[src/rsd_regs.svh]
// Purpose: Register offsets, field positions, reset values and timing counts
// Assumes: 32-bit AHB-Lite, one aligned word per register
// Notes: Offsets are byte addresses within the block window
`ifndef RSD_REGS_SVH
`define RSD_REGS_SVH
`define RSD_OFS_FLAGS 8'h00
`define RSD_OFS_MULT 8'h04
`define RSD_OFS_CNT_LO 8'h08
`define RSD_OFS_CNT_HI 8'h0C
`define RSD_OFS_ADDR_LO 8'h10
`define RSD_OFS_UNIT 8'h14
`define RSD_OFS_MIN 8'h18
`define RSD_OFS_CFG 8'h1C
`define RSD_OFS_CMD 8'h20
`define RSD_OFS_STATUS 8'h24
`define RSD_OFS_ERR_REG 8'h28
`define RSD_OFS_ERR_LOG 8'h2C
`define RSD_OFS_ERR_ADDR 8'h30
`define RSD_OFS_ERR_CNT 8'h34
`define RSD_OFS_LIMIT 8'h38
`define RSD_BIT_URG 7
`define RSD_BIT_RC 6
`define RSD_BIT_NS 5
`define RSD_BIT_RESUME 4
`define RSD_BIT_CFG_VALID 8
`define RSD_BIT_PEND 9
`define RSD_ST_BSY 7
`define RSD_ST_SE 5
`define RSD_ST_ERR 0
`define RSD_EL_COMPLETION_TIMEOUT_BIT 0
`define RSD_FULL_COUNT 17'h10000
`define RSD_UNIT_RST 16'h0001
`define RSD_MIN_LIMIT_RST 24'h000001
`define RSD_CLK_PERIOD_NS 10
`define RSD_US_NS 1000
`define RSD_CYC_PER_US (`RSD_US_NS / `RSD_CLK_PERIOD_NS)
`endif

[src/rsd_pkg.sv]
// Purpose: Types shared by the stream read decoder modules
// Assumes: rsd_regs.svh holds all numbers
// Notes: State of each decoder module is one packed struct
package rsd_pkg;
    typedef enum logic [1:0] {rsd_idle, rsd_run, rsd_end} rsd_state_t;

    typedef struct packed {
        logic running;
        logic [6:0] pre;
        logic [23:0] us_cnt;
        logic [23:0] limit;
        logic on;
        logic expired;
    } rsd_tmr_st_t;

    typedef struct packed {
        rsd_state_t state;
        logic [7:0] flags;
        logic [7:0] mult;
        logic [7:0] cnt_lo;
        logic [7:0] cnt_hi;
        logic [7:0] addr_lo;
        logic [15:0] unit;
        logic [23:0] min_lim;
        logic [7:0] run;
        logic [7:0] run_addr;
        logic [9:0] entry;
        logic [16:0] total;
        logic [16:0] done_cnt;
        logic err_seen;
        logic run_open;
        logic [16:0] first_idx;
        logic [16:0] err_run;
        logic [7:0] err_log;
        logic [7:0] err_reg;
        logic se;
        logic err;
        logic wr_pend;
        logic [7:0] wr_addr;
        logic [31:0] hrdata;
        logic start_pulse;
        logic abort_pulse;
        logic end_pulse;
        logic resume_rec;
    } rsd_top_st_t;
endpackage

[src/rsd_if.sv]
// Purpose: Link between the command logic and the time limit unit
// Assumes: One clock domain
// Notes: ctrl side starts and stops, tmr side reports expiry
`timescale 1ns/1ps
interface rsd_if;
    logic start;
    logic stop;
    logic [7:0] mult;
    logic [15:0] unit;
    logic [7:0] dflt;
    logic dflt_ok;
    logic [23:0] min_lim;
    logic expired;
    logic on;
    logic [23:0] limit_us;
    modport ctrl (output start, stop, mult, unit, dflt, dflt_ok, min_lim,
                  input expired, on, limit_us);
    modport tmr (input start, stop, mult, unit, dflt, dflt_ok, min_lim,
                 output expired, on, limit_us);
endinterface

[src/rsd_limit_timer.sv]
// Purpose: Works out the completion time limit and times the command
// Assumes: hclk at 100 MHz
// Notes: Limit held in microseconds, 24 bits covers 255 x 65535
`timescale 1ns/1ps
`include "rsd_regs.svh"
module rsd_limit_timer
(
    // Clock and reset
    input wire logic hclk,
    input wire logic hresetn,
    // Command side
    rsd_if.tmr tif
);
    import rsd_pkg::*;

    rsd_tmr_st_t r_reg, r_next;
    logic [7:0] base;
    logic [23:0] req;

    always_comb
    begin
        r_next = r_reg;
        base = (tif.mult != 8'h00) ? tif.mult : tif.dflt;
        req = {16'h0000, base} * {8'h00, tif.unit};
        if (tif.start)
        begin
            r_next.running = 1'b1;
            r_next.pre = 7'h00;
            r_next.us_cnt = 24'h000000;
            r_next.expired = 1'b0;
            // Zero multiplier falls back to the stream default
            r_next.on = (tif.mult != 8'h00) || (tif.dflt_ok && tif.dflt != 8'h00);
            r_next.limit = (req < tif.min_lim) ? tif.min_lim : req;
        end
        else if (tif.stop)
        begin
            r_next.running = 1'b0;
        end
        else if (r_reg.running)
        begin
            if (r_reg.pre == 7'(`RSD_CYC_PER_US - 1))
            begin
                r_next.pre = 7'h00;
                if (r_reg.us_cnt != 24'hFFFFFF)
                    r_next.us_cnt = r_reg.us_cnt + 24'h000001;
            end
            else
                r_next.pre = r_reg.pre + 7'h01;
            if (r_reg.on && r_reg.us_cnt >= r_reg.limit)
                r_next.expired = 1'b1;
        end
    end

    always_ff @(posedge hclk or negedge hresetn)
    begin
        if (!hresetn)
            r_reg <= '0;
        else
            r_reg <= r_next;
    end

    assign tif.expired = r_reg.expired;
    assign tif.on = r_reg.on;
    assign tif.limit_us = r_reg.limit;
endmodule // rsd_limit_timer

[src/rsd_stream_mem.sv]
// Purpose: Per-stream memory of default limit and pending error
// Assumes: One write port, one read port
// Notes: Read data come from a register, one cycle after the address
`timescale 1ns/1ps
module rsd_stream_mem
#(
    parameter int DEPTH = 8,
    parameter int WIDTH = 10,
    parameter int AW = 3
)
(
    // Clock and reset
    input wire logic hclk,
    input wire logic hresetn,
    // Ports
    input wire logic we,
    input wire logic [AW-1:0] waddr,
    input wire logic [WIDTH-1:0] wdata,
    input wire logic [AW-1:0] raddr,
    output logic [WIDTH-1:0] rdata
);
    typedef struct packed {
        logic [DEPTH-1:0][WIDTH-1:0] mem;
        logic [WIDTH-1:0] rd;
    } rsd_mem_st_t;

    rsd_mem_st_t r_reg, r_next;

    always_comb
    begin
        r_next = r_reg;
        r_next.rd = r_reg.mem[raddr];
        if (we)
            r_next.mem[waddr] = wdata;
    end

    always_ff @(posedge hclk or negedge hresetn)
    begin
        if (!hresetn)
            r_reg <= '0;
        else
            r_reg <= r_next;
    end

    assign rdata = r_reg.rd;
endmodule // rsd_stream_mem

[src/rsd_top.sv]
// Purpose: Decodes and runs the parameters of a streaming read command
// Assumes: AHB-Lite slave, zero wait states; sector engine reports per sector
// Notes: Upper address bytes are handled outside this block
//
// What this block does
// - Urgent flag asks for fastest finish, still within the time limit.
// - Continuous read never aborts on media or transfer errors.
// - Continuous read with errors: full transfer, stream error, log entry.
// - Continuous read, limit elapsed: halt, stream error, timeout logged.
// - Always try to move the full count within the limit. Without continuous read, the block aborts on the first sector error.
// - Error resume starts at last error address; recovery may continue. The block starts at the written low address byte instead.
// - Low three flag bits select the stream.
// - Limit in microseconds is multiplier times time unit.
// - Zero multiplier uses the stream's configured default.
// - Zero or missing default means no time limit.
// - Limit runs from command write to final completion.
// - A limit below the minimum is raised to it.
// - Count is high byte over low byte.
// - Count of zero means 65,536 sectors.
// - Errors under continuous read set stream error; bits go to log.
// - Stream error reports first erroneous sector address.
// - Stream error reports count of consecutive suspect sectors.
//
// Design decisions made here: the register addresses and register access over AHB-Lite.
`timescale 1ns/1ps
`include "rsd_regs.svh"
module rsd_top
(
    // Clock and reset
    input wire logic hclk,
    input wire logic hresetn,
    // AHB-Lite slave
    input wire logic hsel,
    input wire logic [31:0] haddr,
    input wire logic [1:0] htrans,
    input wire logic hwrite,
    input wire logic [2:0] hsize,
    input wire logic [31:0] hwdata,
    input wire logic hready,
    output logic hreadyout,
    output logic hresp,
    output logic [31:0] hrdata,
    // Command to sector engine
    output logic start_pulse,
    output logic [16:0] xfer_count,
    output logic [7:0] xfer_addr_low,
    output logic [2:0] stream_selector,
    output logic urgent_flag,
    output logic continuous_read_flag,
    output logic non_sequential_flag,
    output logic error_resume_flag,
    output logic resume_recovery,
    output logic abort_pulse,
    output logic done_pulse,
    // Sector progress from engine
    input wire logic sec_done,
    input wire logic sec_err,
    input wire logic [3:0] sec_err_type
);
    import rsd_pkg::*;

    rsd_top_st_t r_reg, r_next;
    rsd_if tif ();
    logic [9:0] mem_rdata;
    logic mem_we;
    logic [2:0] mem_waddr;
    logic [9:0] mem_wdata;
    logic cmd_hit;
    logic cfg_hit;

    // --------------------
    // Helpers
    // --------------------
    function automatic logic [16:0] sector_total(input logic [7:0] hi, input logic [7:0] lo);
        return ({hi, lo} == 16'h0000) ? `RSD_FULL_COUNT : {1'b0, hi, lo};
    endfunction

    // Engine error type {crc, unc, idnf, abrt} to register bit layout
    function automatic logic [7:0] err_bits(input logic [3:0] t);
        return {t[3], t[2], 1'b0, t[1], 1'b0, t[0], 2'b00};
    endfunction

    function automatic logic [31:0] read_word(input rsd_top_st_t s, input logic [7:0] a,
                                              input logic on, input logic [23:0] lim);
        logic [31:0] w;
        w = 32'h00000000;
        case (a)
            `RSD_OFS_UNIT: w = {16'h0000, s.unit};
            `RSD_OFS_MIN: w = {8'h00, s.min_lim};
            `RSD_OFS_STATUS:
            begin
                w[`RSD_ST_BSY] = (s.state != rsd_idle);
                w[`RSD_ST_SE] = s.se;
                w[`RSD_ST_ERR] = s.err;
            end
            `RSD_OFS_ERR_REG: w = {24'h000000, s.err_reg};
            `RSD_OFS_ERR_LOG: w = {24'h000000, s.err_log};
            `RSD_OFS_ERR_ADDR: w = {7'h00, s.first_idx, s.run_addr + s.first_idx[7:0]};
            `RSD_OFS_ERR_CNT: w = {15'h0000, s.err_run};
            `RSD_OFS_LIMIT: w = {on, 7'h00, lim};
            default: w = 32'h00000000;
        endcase
        return w;
    endfunction

    // --------------------
    // Next state
    // --------------------
    assign cmd_hit = r_reg.wr_pend && r_reg.wr_addr == `RSD_OFS_CMD && r_reg.state == rsd_idle;
    assign cfg_hit = r_reg.wr_pend && r_reg.wr_addr == `RSD_OFS_CFG && r_reg.state == rsd_idle;

    always_comb
    begin
        r_next = r_reg;
        r_next.start_pulse = 1'b0;
        r_next.abort_pulse = 1'b0;
        r_next.end_pulse = 1'b0;
        r_next.wr_pend = 1'b0;

        // Address phase; read data registered for the data phase
        if (hsel && htrans[1] && hready)
        begin
            r_next.wr_pend = hwrite;
            r_next.wr_addr = haddr[7:0];
            if (!hwrite)
                r_next.hrdata = read_word(r_reg, haddr[7:0], tif.on, tif.limit_us);
        end

        // Data phase of a write; parameter registers are shadows latched at start
        if (r_reg.wr_pend)
        begin
            case (r_reg.wr_addr)
                `RSD_OFS_FLAGS: r_next.flags = hwdata[7:0];
                `RSD_OFS_MULT: r_next.mult = hwdata[7:0];
                `RSD_OFS_CNT_LO: r_next.cnt_lo = hwdata[7:0];
                `RSD_OFS_CNT_HI: r_next.cnt_hi = hwdata[7:0];
                `RSD_OFS_ADDR_LO: r_next.addr_lo = hwdata[7:0];
                `RSD_OFS_UNIT: r_next.unit = hwdata[15:0];
                `RSD_OFS_MIN: r_next.min_lim = hwdata[23:0];
                default: ;
            endcase
        end

        case (r_reg.state)
            rsd_idle:
            begin
                if (cmd_hit)
                begin
                    r_next.run = r_reg.flags;
                    r_next.run_addr = r_reg.addr_lo;
                    r_next.total = sector_total(r_reg.cnt_hi, r_reg.cnt_lo);
                    r_next.entry = mem_rdata;
                    // Recovery only resumes when this stream has an error on record
                    r_next.resume_rec = r_reg.flags[`RSD_BIT_RESUME] && mem_rdata[`RSD_BIT_PEND];
                    r_next.done_cnt = 17'h00000;
                    r_next.err_seen = 1'b0;
                    r_next.run_open = 1'b0;
                    r_next.first_idx = 17'h00000;
                    r_next.err_run = 17'h00000;
                    r_next.err_log = 8'h00;
                    r_next.err_reg = 8'h00;
                    r_next.se = 1'b0;
                    r_next.err = 1'b0;
                    r_next.start_pulse = 1'b1;
                    r_next.state = rsd_run;
                end
            end
            rsd_run:
            begin
                if (sec_done)
                begin
                    r_next.done_cnt = r_reg.done_cnt + 17'h00001;
                    if (sec_err && r_reg.run[`RSD_BIT_RC])
                    begin
                        // Keep going; only the log and stream error record it
                        r_next.se = 1'b1;
                        r_next.err_log = r_reg.err_log | err_bits(sec_err_type);
                        if (!r_reg.err_seen)
                        begin
                            r_next.err_seen = 1'b1;
                            r_next.run_open = 1'b1;
                            r_next.first_idx = r_reg.done_cnt;
                            r_next.err_run = 17'h00001;
                        end
                        else if (r_reg.run_open)
                            r_next.err_run = r_reg.err_run + 17'h00001;
                    end
                    else if (sec_err)
                    begin
                        r_next.err = 1'b1;
                        r_next.err_reg = err_bits(sec_err_type);
                        r_next.err_seen = 1'b1;
                        r_next.first_idx = r_reg.done_cnt;
                        r_next.err_run = 17'h00001;
                        r_next.abort_pulse = 1'b1;
                        r_next.state = rsd_end;
                    end
                    else
                        r_next.run_open = 1'b0;
                    if (r_next.done_cnt == r_reg.total)
                        r_next.state = rsd_end;
                end
                // Limit expiry halts the command even mid-transfer
                if (tif.expired && r_next.state == rsd_run)
                begin
                    if (r_reg.run[`RSD_BIT_RC])
                    begin
                        r_next.se = 1'b1;
                        r_next.err_log[`RSD_EL_COMPLETION_TIMEOUT_BIT] = 1'b1;
                    end
                    else
                    begin
                        r_next.err = 1'b1;
                        r_next.err_reg[`RSD_EL_COMPLETION_TIMEOUT_BIT] = 1'b1;
                    end
                    r_next.abort_pulse = 1'b1;
                    r_next.state = rsd_end;
                end
            end
            rsd_end:
            begin
                r_next.end_pulse = 1'b1;
                r_next.resume_rec = 1'b0;
                r_next.state = rsd_idle;
            end
            default: r_next.state = rsd_idle;
        endcase
    end

    always_ff @(posedge hclk or negedge hresetn)
    begin
        if (!hresetn)
        begin
            r_reg <= '0;
            r_reg.state <= rsd_idle;
            r_reg.unit <= `RSD_UNIT_RST;
            r_reg.min_lim <= `RSD_MIN_LIMIT_RST;
        end
        else
            r_reg <= r_next;
    end

    // --------------------
    // Stream memory: config when idle, error record at end
    // --------------------
    always_comb
    begin
        mem_we = 1'b0;
        mem_waddr = hwdata[12:10];
        mem_wdata = {1'b0, hwdata[`RSD_BIT_CFG_VALID], hwdata[7:0]};
        if (r_reg.state == rsd_end)
        begin
            mem_we = 1'b1;
            mem_waddr = r_reg.run[2:0];
            // Pending error kept for a later resume; a clean run clears it
            mem_wdata = {r_reg.se | r_reg.err, r_reg.entry[8:0]};
        end
        else if (cfg_hit)
        begin
            mem_we = 1'b1;
            // Reconfiguring a stream drops any pending error
            mem_wdata[`RSD_BIT_PEND] = 1'b0;
        end
    end

    rsd_stream_mem #(.DEPTH(8), .WIDTH(10), .AW(3)) u_mem
    (
        .hclk(hclk),
        .hresetn(hresetn),
        .we(mem_we),
        .waddr(mem_waddr),
        .wdata(mem_wdata),
        .raddr(r_next.flags[2:0]),
        .rdata(mem_rdata)
    );

    // --------------------
    // Time limit
    // --------------------
    assign tif.start = cmd_hit;
    assign tif.stop = (r_reg.state == rsd_end);
    assign tif.mult = r_reg.mult;
    assign tif.unit = r_reg.unit;
    assign tif.dflt = mem_rdata[7:0];
    assign tif.dflt_ok = mem_rdata[`RSD_BIT_CFG_VALID];
    assign tif.min_lim = r_reg.min_lim;

    rsd_limit_timer u_tmr
    (
        .hclk(hclk),
        .hresetn(hresetn),
        .tif(tif.tmr)
    );

    // --------------------
    // Outputs
    // --------------------
    assign hreadyout = 1'b1;
    assign hresp = 1'b0;
    assign hrdata = r_reg.hrdata;
    assign start_pulse = r_reg.start_pulse;
    assign xfer_count = r_reg.total;
    assign xfer_addr_low = r_reg.run_addr;
    assign stream_selector = r_reg.run[2:0];
    assign urgent_flag = r_reg.run[`RSD_BIT_URG];
    assign continuous_read_flag = r_reg.run[`RSD_BIT_RC];
    assign non_sequential_flag = r_reg.run[`RSD_BIT_NS];
    assign error_resume_flag = r_reg.run[`RSD_BIT_RESUME];
    assign resume_recovery = r_reg.resume_rec;
    assign abort_pulse = r_reg.abort_pulse;
    assign done_pulse = r_reg.end_pulse;
endmodule // rsd_top

[config.mk]
export PLATFORM = sky130hd
export DESIGN_NAME = rsd_top
export DESIGN_NICKNAME = d
export VERILOG_FILES = /design/src/rsd_pkg.sv /design/src/rsd_if.sv /design/src/rsd_limit_timer.sv /design/src/rsd_stream_mem.sv /design/src/rsd_top.sv
export VERILOG_INCLUDE_DIRS = /design/src
export SDC_FILE = /design/constraint.sdc
export NUM_CORES = 1
export LEC_CHECK = 0
export ABC_AREA = 1
export BUFFER_PORTS_ARGS = -buffer_cell sky130_fd_sc_hd__buf_4
export CAP_MARGIN = 20
export CORE_MARGIN = 5
export CORE_UTILIZATION = 50
export CTS_CLUSTER_DIAMETER = 200
export CTS_CLUSTER_SIZE = 25
export DETAILED_ROUTE_END_ITERATION = 12
export GPL_TIMING_DRIVEN = 0
export PLACE_DENSITY = 0.68
export SYNTH_ARGS = -nofsm -noshare
export SYNTH_HDL_FRONTEND = slang
export SYNTH_SLANG_ARGS = --single-unit
export TNS_END_PERCENT = 10
[constraint.sdc]
create_clock -name hclk -period 7 [get_ports hclk]
set_input_delay 0.7 -clock hclk [delete_from_list [all_inputs] [get_ports hclk]]
set_output_delay 0.7 -clock hclk [all_outputs]
set_load 0.01 [all_outputs]
# ---- Word level (Yosys, flattened, before mapping)
# Cells that the tools add are included.
dict set report op_classes {
  add_sub_neg 5
  n_mul 1
  n_lt_le_gt_ge 5
  eq_ne 32
  muxes 80
  bitwise 3
  reduce_logical 47
}
# op n
set op_table {}
lappend op_table {{$mux 71} 2}
lappend op_table {{$pmux 71 s2} 1}
lappend op_table {{$pmux 24 s5} 1}
lappend op_table {{$mux 24} 4}
lappend op_table {{$bwmux 80} 1}
lappend op_table {{$mux 75} 1}
lappend op_table {{$mux 32} 2}
lappend op_table {{$mux 8} 8}
lappend op_table {{$mux 31} 2}
lappend op_table {{$eq 8x6->1 const B} 7}
lappend op_table {{$mux 17} 3}
lappend op_table {{$eq 8x5->1 const B} 6}
lappend op_table {{$mux 41} 1}
lappend op_table {{$mux 36} 1}
lappend op_table {{$add 17x1->17 const B} 2}
lappend op_table {{$mux 34} 1}
lappend op_table {{$bmux 10 s3} 1}
lappend op_table {{$demux 10 s3} 1}
lappend op_table {{$pmux 4 s7} 1}
lappend op_table {{$mux 1} 27}
lappend op_table {{$add 24x1->24 const B} 1}
lappend op_table {{$ge 24x24->1} 1}
lappend op_table {{$lt 24x24->1} 1}
lappend op_table {{$mul 8x16->24} 1}
lappend op_table {{other kinds (40)} 96}
dict set report totals {
  register_bits 388
  inputBits 80
}

# ---- Logic depth before layout (Yosys ltp)
# Gate-level depths: netlist of run 1.
dict set report logic_depth {
  word_depth 9
  depth_mapped 36
}

# ---- Hierarchy
# A second synthesis of run 1 with hierarchy kept.
dict set report unflattened {
  hier_cells 3109
  area_unflattened_um2 24118.1
}
# mod n_inst cells_per_inst area_each_um2 seq_area_each_um2
set modules_own_cells {}
lappend modules_own_cells {rsd_top 1 1384 11209.5 5657.9}
lappend modules_own_cells {rsd_limit_timer 1 1155 8501.9 1451.4}
lappend modules_own_cells {rsd_stream_mem 1 570 4406.7 2252.2}

# ---- Worst setup path before layout of run 1
# No wires, ideal clock.
dict set report synth_timing {
  kind {reg2reg}
  start {register r_reg, in the netlist tif.mult[2]}
  end {register u_tmr.r_reg, in the netlist u_tmr.tif.limit_us[0]}
  arrival_time_ns 6.155
  required_time_ns 6.882
  setup_slack_ns 0.727
  stages_incl_launch_ff 31
  n_path_buf 2
  period_less_slack_ns 6.273
  cell_sequence {dfrtp_1 -> nor2_1 -> nand2_1 -> nor2_4 -> a21oi_1 -> clkbuf_1 -> nor2_1 -> fa_1 -> fa_1 -> fa_1 -> inv_1 -> fa_1 -> inv_1 -> ha_1 -> nand2_1 -> o21ai_0 -> a21oi_1 -> nand2_1 -> nand3_1 -> nand2_1 -> xor2_1 -> inv_1 -> ha_1 -> a21oi_1 -> o21a_1 -> o221ai_1 -> a21oi_1 -> clkbuf_1 -> nand3_1 -> nand3_1 -> nand2_1}
}
dict set report synth_between {
  elab_chain_len 5
}
# item line
set synth_lines {}
lappend synth_lines {{from (decl)} rsd_top.sv:62} ;# rsd_top_st_t r_reg, r_next;
lappend synth_lines {{from (signal assigned)} rsd_top.sv:240} ;# r_reg <= r_next;
lappend synth_lines {{$reduce_bool 8->1} rsd_limit_timer.sv:23} ;# base = (tif.mult != 8'h00) ? tif.mult : tif.dflt;
lappend synth_lines {{$mux 8 *} rsd_limit_timer.sv:23}
lappend synth_lines {{$mul 8x16->24 *} rsd_limit_timer.sv:24} ;# req = {16'h0000, base} * {8'h00, tif.unit};
lappend synth_lines {{$lt 24x24->1} rsd_limit_timer.sv:33} ;# r_next.limit = (req < tif.min_lim) ? tif.min_lim : req;
lappend synth_lines {{$mux 24 *} rsd_limit_timer.sv:33}
lappend synth_lines {{to (signal assigned)} rsd_limit_timer.sv:59} ;# r_reg <= r_next;
lappend synth_lines {{to (decl)} rsd_limit_timer.sv:16} ;# rsd_tmr_st_t r_reg, r_next;
# Mark *: on every way between the ends. The rest lies on a longest branch, timed or not.
# A chain may end at the register's enable or synchronous reset.

# ---- Worst setup path after layout of run 1
dict set report layout_timing {
  start {register r_reg, in the netlist tif.mult[3]}
  end {register u_tmr.r_reg, in the netlist u_tmr.tif.limit_us[12]}
}
# The elaborated chain is that of the path after synthesis.

==> results of run 1 <==
repair_timing:
| action | CTS | global route |
|---|---|---|
| setup endpoints to repair | 24 | 24 |
| pin swaps | 0 | 10 |
| hold buffers | 0 | 0 |
| buffers inserted | 2 | 26 |
| endpoints found under the hold margin | 0 | 0 |
| gates cloned | 0 | 2 |
| resized for setup | 14 | 76 |
power groups by stage:
stage | Clock, mW | Sequential (mW) | Combinational, mW
2_1_floorplan | 0 | 2.57 | 6.13
3_3_place_gp | 0 | 2.66 | 7.86
3_5_place_dp | 0 | 2.66 | 8.13
4_1_cts | 1.23 | 2.63 | 8.35
5_1_grt | 1.30 | 2.67 | 10.4
6_report | 1.20 | 2.64 | 9.19
worst paths after layout:
check / cells after the start / end / slack (ns) / from
worst max-delay path: 36 / u_tmr.tif.limit_us[12] / 0.17 / tif.mult[3]
worst min-delay path: 1 / tif.min_lim[17] / 0.16 / hresetn
worst max register to register: 36 / u_tmr.tif.limit_us[12] / 0.17 / tif.mult[3]
worst min register to register: 2 / xfer_addr_low[4] / 0.48 / r_reg[203]
max in group asynchronous: 3 / u_mem.r_reg[48] / 5.46 / hresetn
min in group hclk: 3 / r_reg[44] / 0.40 / hwrite
metal layers:
metal,part of all wire,track usage,vias up
met1,0.44,0.398,9999
met5,0.00018,0,-
met4,0.026,0.0707,2
met3,0.080,0.0397,118
met2,0.45,0.436,812
li1,-,-,9560
through the flow:
step | total power, mW | TNS, ns | setup WS, ns | area [sq um]
2_1_floorplan | 8.71 | 0 | 0.727 | 23100
3_3_place_gp | 10.5 | -10.44 | -0.538 | 24700
3_5_place_dp | 10.8 | -13.72 | -0.695 | 24800
4_1_cts | 12.2 | 0 | 0.0466 | 25300
5_1_grt | 14.4 | -2.35 | -0.149 | 25800
6_report | 13.0 | 0 | 0.167 | 25800
critical path, delay by kind of cell, from the launching register on:
kind / cells / cell delay, ns
adders and majority gates: 6 / 2.84
and+or+nand+nor: 17 / 1.86
buffers and inverters: 8 / 0.84
AOI/OAI and AO/OA: 5 / 0.81
DFF: 1 / 0.42
layout make-up:
cell class,count,area [sq um],area share
multi-input combinational,1944,11600,0.452
sequential,374,9360,0.363
inverter,387,1460,0.0565
timing repair buffer,138,1100,0.0427
buffer,161,948,0.0368
tap,600,751,0.0291
clock buffer,25,498,0.0193
antenna,1,2.50,0.0000971
cell usage after synthesis (all sizes together), types with 12 or more instances:
library cell and n:
nand2 647, inv 385, o21ai 312, nand3 129
a221oi 12, xor2 28, a21oi 105, nand4 38
ha 102, dfrtp 372, fa 85, xnor2 12
buf 97, nor4 16, o22ai 69, nor3 29
nor2 257, mux2 12, o31ai 12, clkbuf 64
cell families after synthesis:
| group | share of synthesized area |
|---|---|
| and+or+nand+nor | 0.208 |
| AOI/OAI and AO/OA | 0.134 |
| buffers and inverters | 0.103 |
| DFF | 0.405 |
| adders and majority gates | 0.129 |
| xor gates and xnor gates | 0.0152 |
| muxes | 0.00585 |
| other | 0.000325 |
cell usage in the layout, fill, tap and decap left out, types with 5 or more instances in the layout:
cell type / count
clkbuf_16: 19
buf_6: 5
ha_2: 5
nand3b_1: 10
a211oi_1: 7
buf_4: 206
buf_1: 6
nor2_1: 244
inv_2: 9
nand3_1: 125
clkbuf_1: 61
a22o_1: 10
buf_2: 19
o22ai_1: 69
a21oi_4: 7
nand4_1: 38
dfrtp_1: 372
xor2_1: 25
or2_2: 6
nand2_1: 636
fa_1: 85
nor4_1: 14
nand2_2: 7
mux2_2: 12
xnor2_1: 12
ha_1: 96
a21oi_2: 9
nor3_1: 27
nor2_2: 10
a221oi_1: 12
a21oi_1: 89
o21ai_0: 290
conb_1: 8
a31oi_1: 6
o31ai_1: 12
o21ai_1: 18
inv_1: 375
==> metrics.txt, run 1 <==
status=completed; Sw Share=0.504; Fill cells=4335; Internal=6.46 mW; Post-route DRC=0; Layout Cells excl Fill=3630; register bit total from synthesis=374; EDFF count, synth=0; placed cells=3574; post-synthesis sequential area ratio=0.405; Vert. Die Dim=225 um; top cells by area, synth=dfrtp_1 (40%), nand2_1 (10%), fa_1 (7.4%); Hold Vio Cnt, Final=0; largest net degree at the start of global routing=126; H-tree depth=1; max_cap viols=0; placer congestion estimate=0.979; period utilization=0.976; slowest stage delay, CP=0.58 ns; critical path required time=7.48 ns; Vias/cell=5.64; most common flop cell mapped by yosys=dfrtp_1; Fmax=146 MHz; Critical Path Sink Type=flop; Most common cell on crit path=nand2_1; die area=50600 sq um; routed length per instance=19.5 um; startpoint types=flop; max reg flops=116; worst vdd ir=0.000759 V; overall die width=225 um; cell taking the most area after synthesis=dfrtp_1; Max Slew Vio Count=0; Switch Pwr=6.57 mW; Final Util=0.565; share of cells above drive strength 1=0.117; initial antenna violation count=1; Sequential Power Share=0.203; Mapped Area=23100 sq um; synth warn=0; # rows=78; Lkg Pwr=13.0 nW; Core Region=45600 sq um; Yosys cell types=64; actual slew at the worst max-slew pin=0.934 ns; Setup Skew=0.0184 ns; first drt pass iteration count=6; Cells after Synth=2859; combinational fraction of design power=0.705; clock sinks=374; CTS tree=built; Congestion Overflow GR=0; Initial Util=0.507; Root Buffer=clkbuf_16; global-route wire length before repair=110 mm; Layout Area Growth over Synthesis=11.5%; fin nets=3291; vias in the first global route=19900; Slew HR=0.373; Worst Hold Class=input pin to async pin; clock transition at the registers of the reported paths=0.11 ns; final WL=70.9 mm; crit path DAT=7.31 ns; Yosys top cell area share=0.403; overall routing resource usage=0.274; crit path kind=flop to flop; initial DRC count=2032; Buffers on Ports=105; Ports=150; Max Root-Sink Buffers=3; Clock power frac=0.092; critical-path maximum fanout=10; clock latency on the worst-skew pair=0.54 ns; power per cell area=506 nW/um^2; setup violators final=0; routed vias=20500; min cycle time layout=6.83 ns; Num CTS Buffers=18; Worst path slowest cell=fa_1; Detail Route Antenna Nets=0; synthesized area per cell=8.08 sq um; asr flop ratio synth=1.00; Detail Placement HPWL=55.2 mm; Hold WS=0.160 ns
Note: power is estimated with default switching activity, not from simulation.
==> run 2, diff against run 1 <==
GPL_ROUTABILITY_DRIVEN = 0   (was not set)
clock period = 8.45 ns   (was 7 ns; I/O delays follow)
==> run 2 against run 1 <==
Net effect: power fell by 24%; sequential share of layout area rose by 0.72 points; worst hold slack improved by 0.041 ns; first-iteration DRC count fell by 8.4%; critical path type unchanged; global-route usage fell by 0.57 points.
==> metrics.txt, run 2 (synthesized netlist as in run 1, its figures left out) <==
status=completed; commonest non-fill, non-tap cell in the layout=nand2_1; cell count of the worst reg-to-reg path=31; Ports=150; delay-heaviest family, CP=adder cells; Fmax=129 MHz; n_diodes=0; post-CTS setup buffer count=0; Post-route DRC=0; Core Region=45600 sq um; cts hold-fix bufs=0; Congestion Overflow GR=0; clock sinks=374; Hold Vio Cnt, Final=0; actual slew at the worst max-slew pin=0.941 ns; critical path required time=8.91 ns; Buffers on Ports=105; largest net degree at the start of global routing=124; total power=9.88 mW; Critical Path Sink Type=flop; crit path DAT=8.19 ns; global-route wire length before repair=108 mm; routed length per instance=19.1 um; fin nets=3261; most frequent cells in the layout=nand2_1 (640), inv_1 (378), dfrtp_1 (372); clock latency on the worst-skew pair=0.56 ns; Clock power frac=0.101; startpoint types=flop; Sequential Power Share=0.221; max reg flops=116; power per cell area=391 nW/um^2; Max Root-Sink Buffers=3; Sw Share=0.509; Initial Util=0.507; critical-path maximum fanout=10; routed vias=20400; Switch Pwr=5.02 mW; Internal=4.85 mW; RSZ-0062 raised after global routing=no; slowest stage delay, CP=0.55 ns; period utilization=0.914; max_cap viols=0; clock transition at the registers of the reported paths=0.11 ns; Detail Route Antenna Nets=0; Detail Placement HPWL=54.0 mm; vias in the first global route=20000; final WL=68.6 mm; overall die width=225 um; Slew HR=0.369; Worst Hold Class=input pin to async pin; setup violators final=0; setup_tns=0 ns; Layout Area Growth over Synthesis=9.33%; Buf/Inv on CP=8; H-tree depth=1; Setup Skew=0.0316 ns; crit path kind=flop to flop; Worst path slowest cell=fa_1; Vert. Die Dim=225 um; Vias/cell=5.66; CTS tree=built; overall routing resource usage=0.268; Num CTS Buffers=18; die area=50600 sq um; Most common cell on crit path=inv_1; initial DRC count=1862; min cycle time layout=7.72 ns; Fill cells=4221; first drt pass iteration count=6; combinational fraction of design power=0.678; Worst path depth=31; Root Buffer=clkbuf_16; # rows=78; share of cells above drive strength 1=0.0900; worst vdd ir=0.000601 V; initial antenna violation count=0; Resized cells post-CTS=0; Lkg Pwr=12.8 nW; Max Slew Vio Count=0
## run 2: cell count changes in the layout (fill, tap and decap cells not counted), sizes merged
| cell | delta |
|---|---|
| diode | -1 |
| clkbuf | +5 |
| buf | -34 |
| nor2 | -1 |
## run 2: final timing paths
path	from	slack, ns	end
hold reg to reg	r_reg[206]	0.48	xfer_addr_low[7]
setup reg to reg	tif.mult[0]	0.73	u_tmr.tif.limit_us[3]
setup / recovery	tif.mult[0]	0.73	u_tmr.tif.limit_us[3]
min in group hclk	r_reg[206]	0.48	xfer_addr_low[7]
max in group asynchronous	hresetn	6.84	u_mem.r_reg[50]
hold / removal	hresetn	0.20	tif.min_lim[17]
## run 2: layout make-up
class,count,area [sq um],area share
multi-input cells,1943,11400,0.451
flip-flops and latches,374,9360,0.371
inverters,387,1460,0.0577
plain buffers,161,912,0.0361
repair buffers,109,883,0.0350
well taps,600,751,0.0297
clock buffers,25,498,0.0197
## run 2: routing by layer
metal,global-route usage,vias to the layer above,part of all wire
li1,-,9492,-
met1,0.388,9927,0.45
met2,0.425,832,0.45
met3,0.0409,104,0.077
met4,0.0737,0,0.030
met5,0,-,0
## run 2: through the flow
| step | setup WS (ns) | utilization | instances | instance area [sq um] | hold slack [ns] |
|---|---|---|---|---|---|
| after floorplan | 2.18 | - | 2865 | 23100 | 0.436 |
| after global placement | 0.967 | 0.541 | 3570 | 24700 | 0.448 |
| after detailed placement | 0.872 | 0.543 | 3574 | 24800 | 0.458 |
| after CTS | 0.869 | 0.554 | 3599 | 25300 | 0.203 |
| after global routing | 0.348 | 0.554 | 3599 | 25300 | 0.232 |
| final | 0.725 | 0.554 | 3599 | 25300 | 0.201 |
## run 2: power groups by stage
stage | Sequential (mW) | Combinational, mW | Clock, mW
6_report | 2.18 | 6.70 | 0.997
3_5_place_dp | 2.21 | 6.63 | 0
3_3_place_gp | 2.20 | 6.45 | 0
4_1_cts | 2.17 | 6.67 | 1.01
5_1_grt | 2.20 | 7.64 | 1.08
2_1_floorplan | 2.13 | 5.08 | 0
## run 2: worst register-to-register path: cells and delay by family, from the launching register on
kind	cells	cell delay, ns
AOI/OAI and AO/OA	4	1.31
xor gates and xnor gates	1	0.26
adders and majority gates	6	2.81
buffers and inverters	8	1.30
DFF	1	0.39
and+or+nand+nor	12	1.59
